### src/lic_consts.svh
// Purpose: offsets, field positions and reset values of the local interrupt controller
// Assumes: byte addresses on the wishbone bus, 32-bit data
// Notes: included by the design, the assertions and the bench
`ifndef LIC_CONSTS_SVH
`define LIC_CONSTS_SVH

// wishbone register map
`define LIC_WB_MODE      8'h00
`define LIC_WB_STATUS    8'h04
`define LIC_WB_WIN_ADDR  8'h08
`define LIC_WB_WIN_DATA  8'h0C
`define LIC_WB_MSPATH_ADDR 8'h10
`define LIC_WB_MSPATH_DATA 8'h14

// mode control bit
`define LIC_MODE_BIT     0

// memory-mapped window: one 4 KB page
`define LIC_WIN_BYTES    32'h0000_1000
`define LIC_WIN_AW       12

// slot field: window offset bits, model-specific path index low bits
`define LIC_SLOT_LSB     4
`define LIC_SLOT_W       4

// tpr width
`define LIC_TPR_W        8

// register slots (window byte offset / 16, model-specific path index low bits)
`define LIC_SLOT_ID      4'h2
`define LIC_SLOT_VER     4'h3
`define LIC_SLOT_TPR     4'h8
`define LIC_SLOT_LDR     4'hD
`define LIC_SLOT_DFR     4'hF

// field positions
`define LIC_LEG_ID_LSB   24
`define LIC_CLUSTER_LSB  16
`define LIC_LEG_ID_W     8

// reset values
`define LIC_RST_DFR      32'hFFFF_FFFF
// version word: arbitrary value
`define LIC_VER_VAL      32'h0000_00A5

// status bits
`define LIC_ST_MODE      0
`define LIC_ST_WIN_ERR   1
`define LIC_ST_MSPATH_ERR 2

`endif

### src/lic_pkg.sv
// Purpose: types shared by the local interrupt controller
// Assumes: lic_consts.svh holds the numbers
// Notes: no constants here beyond types
package lic_pkg;

  // wishbone request bundle
  typedef struct packed {
    logic       cyc;
    logic       stb;
    logic       we;
    logic [3:0] sel;
    logic [7:0] adr;
    logic [31:0] dat;
  } wb_req_t;

  // internal register access
  typedef struct packed {
    logic       wr;
    logic [3:0] slot;
    logic [31:0] dat;
  } reg_acc_t;

  typedef enum logic [1:0] {
    MODE_LEGACY = 2'b01,
    MODE_EXT    = 2'b10
  } lic_mode_t;

endpackage

### src/local_intr_ctrl.sv
// Purpose: register access and addressing layer of a local interrupt controller
// Assumes: wishbone classic slave, one clock, async active-low reset
// Notes: window and model-specific paths are indirect through address/data registers
//
// How it works
// - legacy mode serves the register set through a 4 KB memory-mapped window
// - extended mode serves every register access through the model-specific path
// - extended mode refuses window accesses; status flags the refusal
// - physical id is 8 bits in legacy mode, 32 bits in extended mode
// - extended logical id is 16-bit cluster plus 16-bit in-cluster id
// - unimplemented upper physical id bits read zero, writes ignored
// - narrower cluster and logical fields read zero above, writes ignored
// - priority register behaves alike in both modes; destination format reads zero, writes ignored in extended mode
`timescale 1ns/1ps
`include "lic_consts.svh"

module local_intr_ctrl #(
  parameter int PHYS_ID_W = 32,
  parameter int CLUSTER_W = 16,
  parameter int LOG_ID_W = 16,
  parameter logic [31:0] PHYS_ID_INIT = 32'h0000_0001
) (
  // clock and reset
  input wire logic ref_clk_i,
  input wire logic nrst_i,
  // wishbone slave
  input wire logic wb_cyc_i,
  input wire logic wb_stb_i,
  input wire logic wb_we_i,
  input wire logic [3:0] wb_sel_i,
  input wire logic [7:0] wb_adr_i,
  input wire logic [31:0] wb_dat_i,
  output logic [31:0] wb_dat_o,
  output logic wb_ack_o,
  // mode and ids to the delivery logic
  output logic extended_id_mode_o,
  output logic [31:0] phys_id_o,
  output logic [31:0] logical_id_o
);

  // ****************************************
  // state
  // ****************************************
  lic_pkg::wb_req_t req;
  lic_pkg::reg_acc_t acc;
  lic_pkg::lic_mode_t mode_reg, mode_next;
  logic [31:0] win_addr_reg, win_addr_next;
  logic [31:0] mspath_addr_reg, mspath_addr_next;
  logic [31:0] phys_id_reg, phys_id_next;
  logic [31:0] ldr_reg, ldr_next;
  logic [31:0] dfr_reg, dfr_next;
  logic [31:0] tpr_reg, tpr_next;
  logic win_err_reg, win_err_next;
  logic mspath_err_reg, mspath_err_next;
  logic ack_reg, ack_next;
  logic [31:0] rdat_reg, rdat_next;
  logic [31:0] slot_rd;
  logic [31:0] phys_mask, ldr_mask;
  logic ext;
  logic go, acc_en, win_hit, win_sel, mspath_sel;

  assign req = '{cyc: wb_cyc_i, stb: wb_stb_i, we: wb_we_i, sel: wb_sel_i,
                 adr: wb_adr_i, dat: wb_dat_i};
  assign ext = (mode_reg == lic_pkg::MODE_EXT);
  assign go = req.cyc && req.stb && !ack_reg;
  assign phys_mask = (PHYS_ID_W >= 32) ? 32'hFFFF_FFFF :
                     ((32'h1 << PHYS_ID_W) - 32'h1);
  assign ldr_mask = (((32'h1 << CLUSTER_W) - 32'h1) << `LIC_CLUSTER_LSB) |
                    ((32'h1 << LOG_ID_W) - 32'h1);

  // ****************************************
  // register set decode
  // ****************************************
  assign win_sel = (req.adr == `LIC_WB_WIN_DATA);
  assign mspath_sel = (req.adr == `LIC_WB_MSPATH_DATA);
  // window covers one 4 KB page
  assign win_hit = (win_addr_reg < `LIC_WIN_BYTES);
  assign acc_en = go && ((win_sel && !ext && win_hit)
                         || (mspath_sel && ext));
  assign acc.wr = req.we && req.sel[0];
  assign acc.slot = win_sel ? win_addr_reg[`LIC_SLOT_LSB +: `LIC_SLOT_W]
                            : mspath_addr_reg[`LIC_SLOT_W-1:0];
  assign acc.dat = req.dat;

  always_comb begin
    slot_rd = 32'h0;
    unique case (acc.slot)
      `LIC_SLOT_ID: begin
        if (ext) begin
          slot_rd = phys_id_reg & phys_mask;
        end else begin
          slot_rd = {phys_id_reg[`LIC_LEG_ID_W-1:0], 24'h0};
        end
      end
      `LIC_SLOT_VER: slot_rd = `LIC_VER_VAL;
      `LIC_SLOT_TPR: slot_rd = tpr_reg;
      `LIC_SLOT_LDR: begin
        if (ext) begin
          slot_rd = ldr_reg & ldr_mask;
        end else begin
          slot_rd = {ldr_reg[`LIC_LEG_ID_W-1:0], 24'h0};
        end
      end
      `LIC_SLOT_DFR: slot_rd = ext ? 32'h0 : dfr_reg;
      default: slot_rd = 32'h0;
    endcase
  end

  // ****************************************
  // next state
  // ****************************************
  always_comb begin
    mode_next = mode_reg;
    win_addr_next = win_addr_reg;
    mspath_addr_next = mspath_addr_reg;
    phys_id_next = phys_id_reg;
    ldr_next = ldr_reg;
    dfr_next = dfr_reg;
    tpr_next = tpr_reg;
    win_err_next = win_err_reg;
    mspath_err_next = mspath_err_reg;
    ack_next = go;
    rdat_next = 32'h0;
    if (go && req.we && req.sel[0]) begin
      unique case (req.adr)
        `LIC_WB_MODE: begin
          // software write only
          mode_next = req.dat[`LIC_MODE_BIT] ? lic_pkg::MODE_EXT
                                             : lic_pkg::MODE_LEGACY;
        end
        `LIC_WB_STATUS: begin
          win_err_next = win_err_reg & ~req.dat[`LIC_ST_WIN_ERR];
          mspath_err_next = mspath_err_reg & ~req.dat[`LIC_ST_MSPATH_ERR];
        end
        `LIC_WB_WIN_ADDR: win_addr_next = req.dat;
        `LIC_WB_MSPATH_ADDR: mspath_addr_next = req.dat;
        default: ;
      endcase
    end
    if (go && !req.we) begin
      unique case (req.adr)
        `LIC_WB_MODE: rdat_next[`LIC_MODE_BIT] = ext;
        `LIC_WB_STATUS: begin
          rdat_next[`LIC_ST_MODE] = ext;
          rdat_next[`LIC_ST_WIN_ERR] = win_err_reg;
          rdat_next[`LIC_ST_MSPATH_ERR] = mspath_err_reg;
        end
        `LIC_WB_WIN_ADDR: rdat_next = win_addr_reg;
        `LIC_WB_MSPATH_ADDR: rdat_next = mspath_addr_reg;
        `LIC_WB_WIN_DATA, `LIC_WB_MSPATH_DATA: rdat_next = acc_en ? slot_rd : 32'h0;
        default: rdat_next = 32'h0;
      endcase
    end
    if (acc_en && acc.wr) begin
      unique case (acc.slot)
        `LIC_SLOT_ID: begin
          if (ext) begin
            phys_id_next = acc.dat & phys_mask;
          end else begin
            phys_id_next = {24'h0, acc.dat[`LIC_LEG_ID_LSB +: `LIC_LEG_ID_W]};
          end
        end
        `LIC_SLOT_TPR: tpr_next = {24'h0, acc.dat[`LIC_TPR_W-1:0]};
        `LIC_SLOT_LDR: begin
          if (ext) begin
            ldr_next = acc.dat & ldr_mask;
          end else begin
            ldr_next = {24'h0, acc.dat[`LIC_LEG_ID_LSB +: `LIC_LEG_ID_W]};
          end
        end
        `LIC_SLOT_DFR: begin
          if (!ext) begin
            dfr_next = acc.dat;
          end
        end
        default: ;
      endcase
    end
    // refused accesses flag; set wins over clear
    if (go && win_sel && (ext || !win_hit)) begin
      win_err_next = 1'b1;
    end
    if (go && mspath_sel && !ext) begin
      mspath_err_next = 1'b1;
    end
  end

  // ****************************************
  // registers
  // ****************************************
  always_ff @(posedge ref_clk_i or negedge nrst_i) begin
    if (!nrst_i) begin
      mode_reg <= lic_pkg::MODE_LEGACY;
      win_addr_reg <= 32'h0;
      mspath_addr_reg <= 32'h0;
      phys_id_reg <= PHYS_ID_INIT;
      ldr_reg <= 32'h0;
      dfr_reg <= `LIC_RST_DFR;
      tpr_reg <= 32'h0;
      win_err_reg <= 1'b0;
      mspath_err_reg <= 1'b0;
      ack_reg <= 1'b0;
      rdat_reg <= 32'h0;
    end else begin
      mode_reg <= mode_next;
      win_addr_reg <= win_addr_next;
      mspath_addr_reg <= mspath_addr_next;
      phys_id_reg <= phys_id_next;
      ldr_reg <= ldr_next;
      dfr_reg <= dfr_next;
      tpr_reg <= tpr_next;
      win_err_reg <= win_err_next;
      mspath_err_reg <= mspath_err_next;
      ack_reg <= ack_next;
      rdat_reg <= rdat_next;
    end
  end

  // ****************************************
  // outputs
  // ****************************************
  logic ext_out_reg, ext_out_next;
  logic [31:0] phys_out_reg, phys_out_next;
  logic [31:0] log_out_reg, log_out_next;

  always_comb begin
    ext_out_next = ext;
    phys_out_next = ext ? (phys_id_reg & phys_mask)
                        : {24'h0, phys_id_reg[`LIC_LEG_ID_W-1:0]};
    log_out_next = ext ? (ldr_reg & ldr_mask)
                       : {24'h0, ldr_reg[`LIC_LEG_ID_W-1:0]};
  end

  always_ff @(posedge ref_clk_i or negedge nrst_i) begin
    if (!nrst_i) begin
      ext_out_reg <= 1'b0;
      phys_out_reg <= 32'h0;
      log_out_reg <= 32'h0;
    end else begin
      ext_out_reg <= ext_out_next;
      phys_out_reg <= phys_out_next;
      log_out_reg <= log_out_next;
    end
  end

  assign wb_ack_o = ack_reg;
  assign wb_dat_o = rdat_reg;
  assign extended_id_mode_o = ext_out_reg;
  assign phys_id_o = phys_out_reg;
  assign logical_id_o = log_out_reg;

endmodule

### config.mk
export PLATFORM = sky130hd
export DESIGN_NAME = local_intr_ctrl
export DESIGN_NICKNAME = d
export VERILOG_FILES = /design/src/lic_pkg.sv /design/src/local_intr_ctrl.sv
export VERILOG_INCLUDE_DIRS = /design/src /design/src/src
export SDC_FILE = /design/constraint.sdc
export NUM_CORES = 1
export LEC_CHECK = 0
export CAP_MARGIN = 30
export CORE_ASPECT_RATIO = 1.1
export CORE_MARGIN = 1
export CORE_UTILIZATION = 50
export CTS_BUF_LIST = sky130_fd_sc_hd__clkbuf_16
export CTS_CLUSTER_SIZE = 10
export DETAILED_ROUTE_END_ITERATION = 12
export DONT_BUFFER_PORTS = 1
export PLACE_DENSITY_LB_ADDON = 0.08
export SLEW_MARGIN = 20
export SYNTH_ARGS = -nofsm -noshare
export SYNTH_HDL_FRONTEND = slang
export SYNTH_SLANG_ARGS = --single-unit
export TNS_END_PERCENT = 30
### constraint.sdc
create_clock -name ref_clk_i -period 2.25 [get_ports ref_clk_i]
set_input_delay 0 -clock ref_clk_i [delete_from_list [all_inputs] [get_ports ref_clk_i]]
set_output_delay 0 -clock ref_clk_i [all_outputs]
set_load 0.05 [all_outputs]
==> impl_metrics.csv <==
group,metric,value,unit
drt,maxUsedRoutingLayer,"met4",
outcome,violations,"negative hold slack, negative setup slack",
yosys,yosys_warnings,0,
drt,drcViolationCount,0,
layout,nets,1077,
power,power.density,688,mW/mm^2
timing,finalSetupViolations,106,
clock_tree,h-tree-depth,1,
yosys,synthArstFlopShare,100,%
yosys,synthesis.area,0.0112,sq mm
layout,syn_to_final_growth,24.5,%
yosys,synth-seq-area-share,61.0,%
timing,min_period_over_period,104,%
timing,setup_ws,-0.0839,ns
place,hpwl,19500,um
drt,via_count,8081,
floorplanning,die_h,159,um
timing,final-hold-violation-count,270,
clock_tree,clk_pin_slew,0.06,ns
power,p_leak,0.00639,uW
global_route,grtUsageTotal,28.7,%
timing,slew_violations,0,
setup_path,cp.arrival,2.80,ns
yosys,ys_seq_elements,270,
drt,wire_per_inst,24.4,um
timing,fin_setup_tns,-3.92,ns
drt,viasPerCell,6.01,
setup_path,critical_path_class,"register to register",
global_route,grt_overflow,0,
yosys,syn-num-nets,969,
global_route,grt_pass1_wl,49100,um
setup_path,cp_max_fo,12,
clock_tree,cts_buffers,31,
yosys,synth_edf_count,0,
setup_path,end_kind,"register",
global_route,antenna_found_initial,0,
drt,drt-initial-drc-count,696,
drt,wl,32800,um
drt,route.met2.wl,16200,um
timing,tightest_slew,0.625,ns
layout,drive_gt1_share,31.2,%
power,total_power,9550,uW
place,dp_slack,-0.430,ns
floorplanning,die_w,144,um
floorplanning,initial_core_util,51.7,%
clock_tree,ctsHoldBuffers,44,
place,place.gp.congestion,0.854,
floorplanning,io_pins,147,
floorplanning,std_cell_rows,56,
timing,min_period,2.33,ns
clock_tree,clkLatencyLatePin,0.55,ns
drt,ant_nets,0,
clock_tree,cts_root_buffer,"clkbuf_16",
setup_path,required,2.72,ns
setup_path,critPathLaunchType,"register",
drt,wl_met1,13700,um
timing,rsz0062_at_grt,"yes",
power,ir_drop,0.000620,V
clock_tree,cts_tree,"done",
outcome,outcome,"complete, but fails checks",
timing,holdWs,-0.842,ns
yosys,yosys_most_used_dff,"dfrtp_1",
yosys,syn_area_per_cell,12.1,sq um
global_route,grt_pass1_vias,8411,
flow_run,maxCapViolCount,0,
place,io_buffers,0,
timing,relSlewSlack,58.3,%
drt,wl_met3,2080,um
min_path,hp-class,"input pin to async pin",
timing,fmaxAchievable,428,MHz
clock_tree,clock_sinks,270,
drt,dr.pass1.iters,7,
floorplanning,dieArea,0.0229,sq mm
yosys,synth_cell_types,58,
timing,finClkSkew,0.0172,ns
yosys,syn_inst,920,
clock_tree,clock_path_buffers,3,
global_route,grt_max_degree,271,
floorplanning,core_area,0.0216,sq mm
-- placed cells by master, fill, tap and decap left out, types with 3 or more instances in the layout --
cell type      instances
a21o_1                 4
a21oi_1               21
a21oi_2                9
a222oi_1              24
a22o_1                 4
a22oi_1               29
a31oi_1                4
and2_1                50
and3_1                 4
buf_12                14
buf_4                 63
buf_6                  6
clkbuf_16             35
dfrtp_1              234
dfstp_2               34
dlygate4sd3_1         42
inv_1                 26
mux2_2                76
mux2_4                30
mux2i_1                8
nand2_1              121
nand2_2                8
nand2_4                7
nand3_1               10
nor2_1                27
nor2_2                 3
nor2b_1                6
nor3_1                 3
nor4_1                 3
o21a_1                16
o21ai_0               36
o21ai_1               20
o21ai_2               11
o221ai_1               8
or3_1                  3
-- final timing paths --
| path | start | end | slack, ns | cells past startpoint |
|---|---|---|---|---|
| max | win_addr_reg[14] | wb_dat_o[11] | -0.08 | 9 |
| min | nrst_i | logical_id_o[10] | -0.84 | 0 |
| max reg2reg | win_addr_reg[14] | wb_dat_o[11] | -0.08 | 9 |
| min reg2reg | phys_id_reg[0] | phys_id_o[0] | 0.45 | 0 |
| max in group asynchronous | nrst_i | wb_ack_o | 2.56 | 0 |
| min in group ref_clk_i | wb_adr_i[3] | wb_dat_o[3] | 0.04 | 5 |
-- cell usage after synthesis, types with 2 or more instances --
library cell	n	area [sq um]
dfrtp_1	236	5910
nand2_1	134	503
mux2_2	76	856
o21ai_0	67	335
and2_1	50	313
clkbuf_1	35	131
dfstp_2	34	893
a21oi_1	31	155
mux2_4	30	450
nor2_1	30	113
a22oi_1	29	218
a222oi_1	24	240
o21a_1	16	120
buf_2	13	65.1
nand3_1	12	60.1
mux2i_1	9	90.1
o221ai_1	8	70.1
nor2b_1	7	43.8
buf_1	6	22.5
a21o_1	5	37.5
a22o_1	4	35.0
a31oi_1	4	25.0
and3_1	4	25.0
buf_6	4	45.0
inv_1	4	15.0
nor3_1	4	20.0
nor4_1	4	25.0
a221oi_1	3	26.3
nor4b_1	3	26.3
or3_1	3	18.8
mux2i_2	2	27.5
nor3b_1	2	15.0
o21bai_1	2	15.0
-- worst max-delay path, cell delays in order, from the launching register on --
cell and delay, ns:
dfrtp_1 0.41, nor4_4 0.31, buf_4 0.15, nand4_1 0.14
nor3_4 0.28, o211ai_1 0.16, a21o_2 0.28, buf_6 0.18
o21a_1 0.21, nor2_1 0.10
-- power by group --
| group | switching [uW] | internal [uW] | total [uW] |
|---|---|---|---|
| logic | 111 | 95.6 | 207 |
| registers | 7.51 | 4870 | 4880 |
| clock network | 1880 | 2580 | 4460 |
-- kinds of logic (layout without fill, tap and decap cells) --
family                 Yosys count  after routing  synth area share [%]
multiplexers                   117            117                  12.8
AO/OA/AOI/OAI                  205            205                  12.4
other                            0              1                     0
flip-flops                     270            270                  61.0
AND/OR/NAND/NOR                266            266                  11.4
buffers and inverters           62            195                  2.50
-- routing by layer --
| layer | track usage (%) | up-vias |
|---|---|---|
| li1 | - | 3517 |
| met1 | 38.5 | 4155 |
| met2 | 47.8 | 338 |
| met3 | 3.79 | 71 |
| met4 | 10.3 | 0 |
| met5 | 0 | - |
-- final cells by class --
class | instances | area [sq um]
Tap cell | 290 | 363
Fill cell | 1695 | 7700
Inverter | 4 | 17.5
Clock buffer | 31 | 776
Multi-Input combinational cell | 588 | 4380
Sequential cell | 270 | 6800
Timing Repair Buffer | 133 | 1410
Clock inverter | 27 | 134
Antenna cell | 1 | 2.50
-- per-stage QoR --
| step | cell area (sq um) | cells | hold slack [ns] | utilization (%) |
|---|---|---|---|---|
| after global routing | 13900 | 1343 | -0.870 | 64.3 |
| final | 13900 | 1344 | -0.842 | 64.3 |
| after CTS | 13500 | 1336 | -0.862 | 62.7 |
| after detailed placement | 12000 | 1229 | -0.289 | 55.7 |
| after floorplan | 11200 | 920 | -0.296 | - |
| after global placement | 12000 | 1229 | -0.288 | 55.7 |
-- repair_timing --
| item | CTS | global route |
|---|---|---|
| resized for setup | 19 | 84 |
| cloned | 1 | 6 |
| endpoints found under the setup margin | 136 | 136 |
| hold endpoints to repair | 449 | 270 |
| setup buffers | 4 | 2 |
| pin swaps | 4 | 15 |
Power figures use the tool's default switching activity.
